===== config.mk =====
export PLATFORM = sky130hd
export DESIGN_NAME = acs_sequencer
export DESIGN_NICKNAME = d
export VERILOG_FILES = /design/src/pkg/acs_pkg.sv /design/src/rtl/acs_sequencer.sv
export SDC_FILE = /design/constraint.sdc
export NUM_CORES = 1
export LEC_CHECK = 0
export ABC_AREA = 1
export BUFFER_PORTS_ARGS = -buffer_cell sky130_fd_sc_hd__buf_2
export CORE_MARGIN = 5
export CORE_UTILIZATION = 47
export DETAILED_ROUTE_END_ITERATION = 10
export HOLD_SLACK_MARGIN = 0.05
export MAX_ROUTING_LAYER = met4
export PLACE_DENSITY = 0.75
export SLEW_MARGIN = 40
export SYNTH_ARGS = -nofsm -noshare
export SYNTH_HDL_FRONTEND = slang
export SYNTH_SLANG_ARGS = --single-unit

===== constraint.sdc =====
create_clock -name core_clk -period 1.6 [get_ports core_clk]
set_clock_uncertainty 0.05 [all_clocks]
set_input_delay 0.32 -clock core_clk [delete_from_list [all_inputs] [get_ports core_clk]]
set_output_delay 0.32 -clock core_clk [all_outputs]
set_load 0.03 [all_outputs]

===== src/pkg/acs_pkg.sv =====
// Constants and types shared by the conversion sequencer.
// Assumes one core clock at 100 MHz and a synchronous active-high reset.
package acs_pkg;
	// Core clock rate
	localparam int CORE_CLK_MHZ    = 100;
	// Conversion lengths in converter clocks
	localparam int NORMAL_CONV_CYC = 13;
	localparam int FIRST_CONV_CYC  = 25;
	localparam int AUTO_CONV_CYC   = 14;
	// Sample points in half converter clocks
	localparam int NORMAL_SAMPLE_H = 3;
	localparam int FIRST_SAMPLE_H  = 27;
	localparam int AUTO_SAMPLE_H   = 4;
	// Trigger input to start bit delay in core cycles
	localparam int TRIG_SYNC_CYC   = 3;
	// Reset values of the live selections, and the trigger source code for free running
	localparam logic [3:0] CHANNEL_RST   = 4'h0;
	localparam logic [1:0] REFERENCE_RST = 2'h0;
	localparam logic [2:0] TRIG_FREE_RUN = 3'h0;
	// Sequencer states
	typedef enum logic [1:0] {
		ACS_IDLE = 2'b00,
		ACS_CONV = 2'b01
	} acs_state_t;
endpackage


===== src/rtl/acs_sequencer.sv =====
// Conversion sequencer: prescaler, start logic, timing, selection buffer, result store.
// Assumes the analog array delivers its code on analog_result when sample and finish strobes fire.
`timescale 1ns/1ps

// Summary of operation
// - Start only when power-off bit is clear
// - Start bit held high, cleared at end
// - Channel change waits for running conversion
// - Trigger rising edge resets prescaler, starts
// - Held trigger or busy edges start nothing
// - Free run restarts without flag clearing
// - Done-flag source runs conversions back to back
// - Start bit works with auto; reads busy
// - Prescaler runs while enabled, else reset
// - Software start at next converter clock edge
// - Thirteen cycles, first after enable twenty-five
// - Sample at 1.5 or 13.5 cycles
// - End writes result, flag, clears start
// - Auto conversion samples at 2, 13.5 long
// - Free run restarts immediately, start stays high
// - Selections frozen during conversion except last clock, copied otherwise
// - Free-run change applies one conversion later
// - Selections take effect only when enabled
// - Result right aligned, left on request
// - Low read blocks updates until high read
module acs_sequencer
	import acs_pkg::*;
(
	input  wire logic       core_clk,
	input  wire logic       srst,
	input  wire logic       converter_power_off,
	input  wire logic       converter_enable,
	input  wire logic       auto_trigger_enable,
	input  wire logic [2:0] trigger_source_select,
	input  wire logic [7:0] trigger_inputs,
	input  wire logic [2:0] prescale_select,
	input  wire logic       start_write,
	input  wire logic       done_flag_clear,
	input  wire logic [3:0] channel_select,
	input  wire logic [1:0] reference_select,
	input  wire logic       left_align_result,
	input  wire logic       low_byte_read,
	input  wire logic       high_byte_read,
	input  wire logic [9:0] analog_result,
	output logic            start_conversion_bit,
	output logic            conversion_done_flag,
	output logic [7:0]      result_low_byte,
	output logic [7:0]      result_high_byte,
	output logic [3:0]      active_channel,
	output logic [1:0]      active_reference,
	output logic            sample_hold,
	output logic            analog_enable
);
	// Registers
	logic [6:0] presc_ff;                  // Core-cycle prescaler
	logic [7:0] trig_s1_ff, trig_s2_ff;    // Trigger synchroniser
	logic       trig_sel_ff;               // Edge detector history
	logic       busy_ff;                   // Conversion running
	logic       first_ff;                  // Next conversion is first after enable
	logic       auto_ff;                   // Running conversion was triggered
	logic       pend_ff;                   // Software start awaiting clock edge
	logic [5:0] half_ff;                   // Half converter clocks into conversion
	logic       flag_ff;                   // Completion flag
	logic       lock_ff;                   // Data registers blocked
	logic [9:0] data_ff;                   // Stored result
	logic [3:0] chan_ff;
	logic [1:0] ref_ff;
	logic       samp_ff;

	// Divider select: power-of-two factor 2..128
	function automatic logic [6:0] div_mask(input logic [2:0] sel);
		div_mask = (sel == 3'h0) ? 7'h01 : 7'((8'h01 << sel) - 8'h01);
	endfunction

	wire [6:0] mask      = div_mask(prescale_select);
	wire [6:0] half_mask = 7'(mask >> 1);
	wire       trig_raw  = trig_s2_ff[trigger_source_select];
	wire       trig_rise = trig_raw & ~trig_sel_ff;
	wire       free_run  = auto_trigger_enable & (trigger_source_select == TRIG_FREE_RUN);
	wire       usable    = converter_enable & ~converter_power_off;
	// Half-clock tick: mid and end of each converter clock
	wire       tick_end  = (presc_ff == mask);
	wire       tick_mid  = (presc_ff == half_mask);
	wire       half_tick = tick_end | tick_mid;
	// Trigger start, masked while busy; free-run source never starts from an edge
	wire       auto_go   = usable & auto_trigger_enable & ~free_run & ~busy_ff & trig_rise;
	wire       sw_go     = usable & ~busy_ff & pend_ff & tick_end;
	wire [5:0] len_h     = first_ff ? 6'(2 * FIRST_CONV_CYC) :
	                       (auto_ff ? 6'(2 * AUTO_CONV_CYC - 1) : 6'(2 * NORMAL_CONV_CYC));
	wire [5:0] samp_h    = first_ff ? 6'(FIRST_SAMPLE_H) :
	                       (auto_ff ? 6'(AUTO_SAMPLE_H) : 6'(NORMAL_SAMPLE_H));
	wire       finish    = busy_ff & half_tick & (half_ff == len_h - 6'd1);
	wire       last_clk  = busy_ff & (half_ff >= len_h - 6'd2);
	wire       restart   = finish & free_run & usable;

	// Prescaler: held while disabled, reset by triggers
	always_ff @(posedge core_clk) begin
		if (srst || !converter_enable || auto_go)
			presc_ff <= 7'h00;
		else
			presc_ff <= tick_end ? 7'h00 : 7'(presc_ff + 7'h01);
	end

	// Trigger synchroniser: first stage read only by second
	always_ff @(posedge core_clk) begin
		if (srst) begin
			trig_s1_ff  <= 8'h00;
			trig_s2_ff  <= 8'h00;
			trig_sel_ff <= 1'b0;
		end else begin
			trig_s1_ff  <= trigger_inputs;
			trig_s2_ff  <= trig_s1_ff;
			trig_sel_ff <= trig_raw;
		end
	end

	// Software start request, waiting for converter clock edge
	// Any start consumes the request, so a late write cannot queue a second run
	always_ff @(posedge core_clk) begin
		if (srst || !usable)
			pend_ff <= 1'b0;
		else if (sw_go || auto_go)
			pend_ff <= 1'b0;
		else if (start_write && !busy_ff)
			pend_ff <= 1'b1;
	end

	// Conversion state and timing
	always_ff @(posedge core_clk) begin
		if (srst || !usable) begin
			busy_ff  <= 1'b0;
			half_ff  <= 6'h00;
			auto_ff  <= 1'b0;
			first_ff <= 1'b1;
		end else if (sw_go || auto_go) begin
			busy_ff <= 1'b1;
			half_ff <= 6'h00;
			auto_ff <= auto_go;
		end else if (finish) begin
			busy_ff  <= restart;
			half_ff  <= 6'h00;
			auto_ff  <= 1'b0;
			first_ff <= 1'b0;
		end else if (busy_ff && half_tick)
			half_ff <= 6'(half_ff + 6'h01);
	end

	// Sample strobe at the sample point
	always_ff @(posedge core_clk) begin
		if (srst)
			samp_ff <= 1'b0;
		else
			samp_ff <= busy_ff & half_tick & (half_ff == samp_h - 6'd1);
	end

	// Selection buffer: copied when idle or in last clock
	always_ff @(posedge core_clk) begin
		if (srst) begin
			chan_ff <= CHANNEL_RST;
			ref_ff  <= REFERENCE_RST;
		end else if (converter_enable && (!busy_ff || last_clk)) begin
			chan_ff <= channel_select;
			ref_ff  <= reference_select;
		end
	end

	// Completion flag: set wins over clear
	always_ff @(posedge core_clk) begin
		if (srst)
			flag_ff <= 1'b0;
		else if (finish)
			flag_ff <= 1'b1;
		else if (done_flag_clear)
			flag_ff <= 1'b0;
	end

	// Data lock between low and high byte reads
	always_ff @(posedge core_clk) begin
		if (srst)
			lock_ff <= 1'b0;
		else if (high_byte_read)
			lock_ff <= 1'b0;
		else if (low_byte_read)
			lock_ff <= 1'b1;
	end

	// Result store
	always_ff @(posedge core_clk) begin
		if (srst)
			data_ff <= 10'h000;
		else if (finish && !lock_ff)
			data_ff <= analog_result;
	end

	// Outputs; alignment applied on read path
	wire [15:0] shown = left_align_result ? {data_ff, 6'h00} : {6'h00, data_ff};
	assign start_conversion_bit = busy_ff | pend_ff;
	assign conversion_done_flag = flag_ff;
	assign result_low_byte      = shown[7:0];
	assign result_high_byte     = shown[15:8];
	assign active_channel       = chan_ff;
	assign active_reference     = ref_ff;
	assign sample_hold          = samp_ff;
	assign analog_enable        = usable;

	// Start bit falls when conversion ends in single mode
	property p_start_clears;
		@(posedge core_clk) disable iff (srst)
		(finish && !restart && !start_write) |=> !start_conversion_bit;
	endproperty
	a_start_clears: assert property (p_start_clears) else $error("start bit not cleared");

	property p_flag_on_finish;
		@(posedge core_clk) disable iff (srst) finish |=> conversion_done_flag;
	endproperty
	a_flag_on_finish: assert property (p_flag_on_finish) else $error("flag not set");

	property p_no_start_powered_off;
		@(posedge core_clk) disable iff (srst) converter_power_off |=> !busy_ff;
	endproperty
	a_no_start_powered_off: assert property (p_no_start_powered_off) else $error("ran while off");

	property p_presc_held;
		@(posedge core_clk) disable iff (srst) !converter_enable |=> presc_ff == 7'h00;
	endproperty
	a_presc_held: assert property (p_presc_held) else $error("prescaler ran");

	property p_sel_frozen;
		@(posedge core_clk) disable iff (srst)
		(busy_ff && !last_clk && $past(busy_ff) && !$past(last_clk)) |-> $stable(active_channel);
	endproperty
	a_sel_frozen: assert property (p_sel_frozen) else $error("channel moved mid conversion");

	property p_free_run;
		@(posedge core_clk) disable iff (srst) restart |=> busy_ff;
	endproperty
	a_free_run: assert property (p_free_run) else $error("free run stopped");

	property p_busy_reads;
		@(posedge core_clk) disable iff (srst) busy_ff |-> start_conversion_bit;
	endproperty
	a_busy_reads: assert property (p_busy_reads) else $error("start bit low while busy");

	property p_lock;
		@(posedge core_clk) disable iff (srst) (lock_ff && !high_byte_read) |=> $stable(data_ff);
	endproperty
	a_lock: assert property (p_lock) else $error("data changed while locked");

	property p_auto_presc;
		@(posedge core_clk) disable iff (srst) auto_go |=> presc_ff == 7'h00;
	endproperty
	a_auto_presc: assert property (p_auto_presc) else $error("trigger kept prescaler");

	// Software starts only on a converter clock edge, triggers anywhere
	property p_sw_start_on_tick;
		@(posedge core_clk) disable iff (srst) (!busy_ff && !tick_end && !auto_go) |=> !busy_ff;
	endproperty
	a_sw_start_on_tick: assert property (p_sw_start_on_tick) else $error("start off clock edge");

	// Sample strobe at 1.5 converter clocks for a normal run
	property p_normal_sample;
		@(posedge core_clk) disable iff (srst)
		(busy_ff && !first_ff && !auto_ff && half_tick && half_ff == 6'(NORMAL_SAMPLE_H - 1)) |=> sample_hold;
	endproperty
	a_normal_sample: assert property (p_normal_sample) else $error("normal sample missed");

	// Sample strobe at 13.5 converter clocks after enable
	property p_first_sample;
		@(posedge core_clk) disable iff (srst)
		(busy_ff && first_ff && half_tick && half_ff == 6'(FIRST_SAMPLE_H - 1)) |=> sample_hold;
	endproperty
	a_first_sample: assert property (p_first_sample) else $error("first sample missed");

	// Conversion lengths counted in half converter clocks
	property p_first_len;
		@(posedge core_clk) disable iff (srst) (finish && first_ff) |-> half_ff == 6'(2 * FIRST_CONV_CYC - 1);
	endproperty
	a_first_len: assert property (p_first_len) else $error("first conversion length");

	property p_normal_len;
		@(posedge core_clk) disable iff (srst)
		(finish && !first_ff && !auto_ff) |-> half_ff == 6'(2 * NORMAL_CONV_CYC - 1);
	endproperty
	a_normal_len: assert property (p_normal_len) else $error("normal conversion length");

	property p_auto_len;
		@(posedge core_clk) disable iff (srst)
		(finish && !first_ff && auto_ff) |-> half_ff == 6'(2 * AUTO_CONV_CYC - 2);
	endproperty
	a_auto_len: assert property (p_auto_len) else $error("auto conversion length");

	// A trigger edge inside a conversion must not restart the prescaler
	property p_busy_keeps_presc;
		@(posedge core_clk) disable iff (srst)
		(busy_ff && converter_enable && presc_ff != mask) |=> presc_ff == $past(presc_ff) + 7'h01;
	endproperty
	a_busy_keeps_presc: assert property (p_busy_keeps_presc) else $error("prescaler restarted while busy");

	// Selections stay put while the converter is disabled
	property p_disabled_sel_held;
		@(posedge core_clk) disable iff (srst)
		!converter_enable |=> ($stable(active_channel) && $stable(active_reference));
	endproperty
	a_disabled_sel_held: assert property (p_disabled_sel_held) else $error("selection moved while off");

	// Free running keeps the start bit up across the restart
	property p_free_keeps_bit;
		@(posedge core_clk) disable iff (srst) restart |=> start_conversion_bit;
	endproperty
	a_free_keeps_bit: assert property (p_free_keeps_bit) else $error("start bit dropped in free run");
endmodule


==> impl_metrics.json <==
{
  "synthArstFlopShare": 0,
  "power_leakage_uw": 0.00180,
  "cts_tree": "built",
  "syn_to_final_growth_pct": 34.0,
  "p_per_area_nw_per_um2": 725,
  "synth_fp_nets": 426,
  "grt_first_pass_wirelength_um": 9930,
  "final_area_sq_um": 3390,
  "multi_input_area_sq_um": 1290,
  "io_buffers": 65,
  "start_kind": "register",
  "grt_pass1_vias": 2253,
  "ir_drop_uv": 781,
  "synth-edff-count": 0,
  "worstSetupEndpoint": "data_ff[7]$_SDFFE_PP0P_",
  "cts_buffers": 5,
  "yosysMostFrequentCell": "nor2_1",
  "worstMarginPinSlew_ns": 0.351,
  "clock-root-buffer": "clkbuf_8",
  "synth-main-ff-cell": "dfxtp_1",
  "drc_errors": 0,
  "clock_latency_ns": 0.31,
  "fill_cells": 432,
  "cp-end-kind": "register",
  "die_x_um": 83.4,
  "yosysWarningCount": 0,
  "rsz0062_at_grt": "yes",
  "p_int_uw": 1800,
  "synth-seq-cells": 53,
  "core-area_sq_um": 5170,
  "rr_startpoint": "first_ff$_SDFFE_PP1P_",
  "clk_pin_slew_ns": 0.10,
  "drv_cap": 0,
  "status": "finished with violations",
  "cp_slowest_cell": "dfxtp_4",
  "dp.final_hpwl_um": 4300,
  "hold_violations": 0,
  "post-route-period-util": 1.04,
  "vias_per_cell": 4.59,
  "firstDrtPassIters": 4,
  "min_period_ns": 1.67,
  "slew_headroom": 0.764,
  "hold_path_class": "in2reg",
  "place_congestion": 0.886,
  "violations": "setup timing",
  "die_h_um": 83.4,
  "path_cells": "inv_6, nand2_4, inv_4, ha_4, inv_4, o211ai_1, nor2_2, nand4_2, buf_12, nand2_1, nand2_1, nor2_1",
  "antenna_found_initial": 0,
  "htree_levels": 2,
  "drt_iter0_drc": 96,
  "synth_top_cell_by_area": "dfxtp_1",
  "postRouteAntennaNets": 0,
  "max_clock_freq_mhz": 601,
  "num_io_pins": 66,
  "cpPeakStageDelay_ns": 0.38,
  "grt_use_total": 0.172,
  "grt_max_degree": 21,
  "r2r_end": "data_ff[7]$_SDFFE_PP0P_",
  "synth_top_area_share": 0.419,
  "finalWirelength_um": 5840,
  "fin_total_pwr_uw": 2460,
  "synth.top_cells.by_count": "nor2_1, nand2_1, inv_1",
  "wire_per_inst_um": 10.7,
  "power_frac_comb": 0.114,
  "clock-sinks": 53,
  "place_area_sq_um": 3120,
  "power.switching_uw": 659,
  "syn_inst": 381,
  "yosysSeqAreaShare": 0.419,
  "antenna_cells": 0,
  "regToRegSetupSlack_ns": -0.07,
  "critical_path_class": "reg2reg",
  "seq_area_sq_um": 1070,
  "cp_max_fo": 20,
  "layout_setup_ws_ns": -0.0652,
  "drv_slew": 0,
  "grt.overflow.total": 0,
  "arrival_ns": 1.86,
  "worst_ep_required_time_ns": 1.80,
  "ys_types": 27,
  "initial_utilization": 0.489,
  "die_area_sq_um": 6950,
  "layout.nets": 520,
  "vias": 2507,
  "setup_viol": 18,
  "p_sw_frac": 0.268,
  "row_count": 26,
  "cp-startpoint": "first_ff$_SDFFE_PP1P_",
  "yosys-top-cells-area": "dfxtp_1, nor2_1, nand2_1",
  "syn_area_per_cell_sq_um": 6.64,
  "clk_path_buf_depth": 2,
  "p_clk_frac": 0.329,
  "rr_worst_depth": 12,
  "drive_gt1_frac": 0.298,
  "seq_power_share": 0.557,
  "syn_area_sq_um": 2530
}
==> final cells by class <==
type / count / area share
clock buffers: 5 / 0.0203
clock inverters: 3 / 0.00848
inverters: 62 / 0.0745
multi-input cells: 256 / 0.380
flip-flops and latches: 53 / 0.315
well taps: 70 / 0.0258
repair buffers: 97 / 0.176
==> logic make-up after synthesis <==
family / synth area share
simple gates: 0.344
buf+inv: 0.117
flops: 0.419
compound gates: 0.0717
xor+xnor: 0.0242
fa+ha+maj: 0.0247
==> through the flow <==
step           hold WS (ns)  std cells  worst slack (ns)  setup TNS (ns)  utilization
6_report              0.109        546           -0.0652          -0.829        0.656
3_5_place_dp          0.344        535            -0.186           -3.84        0.602
2_1_floorplan         0.338        381            0.0101               0            -
5_1_grt               0.100        546            -0.206           -2.92        0.656
3_3_place_gp          0.340        535            -0.136           -2.96        0.602
4_1_cts               0.104        546           -0.0529          -0.659        0.640
==> power groups by stage <==
stage | clock network [uW] | logic [uW] | registers, uW
after floorplan | 0 | 130 | 1420
after global placement | 0 | 253 | 1400
after detailed placement | 0 | 258 | 1400
after CTS | 834 | 269 | 1370
after global routing | 885 | 315 | 1380
final | 809 | 280 | 1370
==> worst min path at each step <==
stage | start | to | depth (start not counted)
floorplan | trig_s1_ff[0]$_SDFF_PP0_ | trig_s2_ff[0]$_SDFF_PP0_ | 2
global placement | trig_s1_ff[7]$_SDFF_PP0_ | trig_s2_ff[7]$_SDFF_PP0_ | 2
detailed placement | trig_s1_ff[0]$_SDFF_PP0_ | trig_s2_ff[0]$_SDFF_PP0_ | 2
CTS | high_byte_read | lock_ff$_SDFFE_PP0P_ | 2
global route | high_byte_read | lock_ff$_SDFFE_PP0P_ | 2
finish | high_byte_read | lock_ff$_SDFFE_PP0P_ | 2
==> routing by layer <==
layer | global-route usage | share of wire | vias to the layer above
li1 | - | - | 1345
met1 | 0.208 | 0.46 | 1078
met2 | 0.289 | 0.47 | 76
met3 | 0.0416 | 0.064 | 8
met4 | 0.0416 | 0.0096 | 0
met5 | - | 0 | -
==> cell usage in the layout, fill, tap and decap left out, types with 4 or more instances in the layout <==
master    count
nand2_1      82
nor2_1       80
buf_2        64
inv_1        56
dfxtp_1      48
buf_4        28
o21ai_0      14
nand3_1      13
a21oi_1      11
nor2_2        8
nand2_4       5
xor2_1        5
clkbuf_8      5
nor3_1        4
nor2_4        4
o21ai_1       4
dfxtp_2       4
buf_6         4
==> state kept, by name (all words and copies together), names as in the netlist, 2 cells and up <==
name              flops
presc_ff              7
half_ff               6
data_ff              10
active_channel        4
trig_s2_ff            8
trig_s1_ff            8
active_reference      2
==> worst max-delay path: cells and delay by family, from the launching register on <==
family	cells	cell delay [ns]
AO/OA/AOI/OAI	1	0.10
adder cells (fa/ha/maj)	1	0.19
buffers and inverters	4	0.37
flip-flops	1	0.38
AND/OR/NAND/NOR	6	0.52
==> what timing repair did <==
| item | 4_1_cts | 5_1_grt |
|---|---|---|
| pin swaps | 6 | 5 |
| buffers inserted | 3 | 0 |
| hold buffers | 0 | 0 |
| endpoints found under the setup margin | 27 | 28 |
| gates resized for setup | 26 | 26 |
Power figures use the tool's default switching activity.
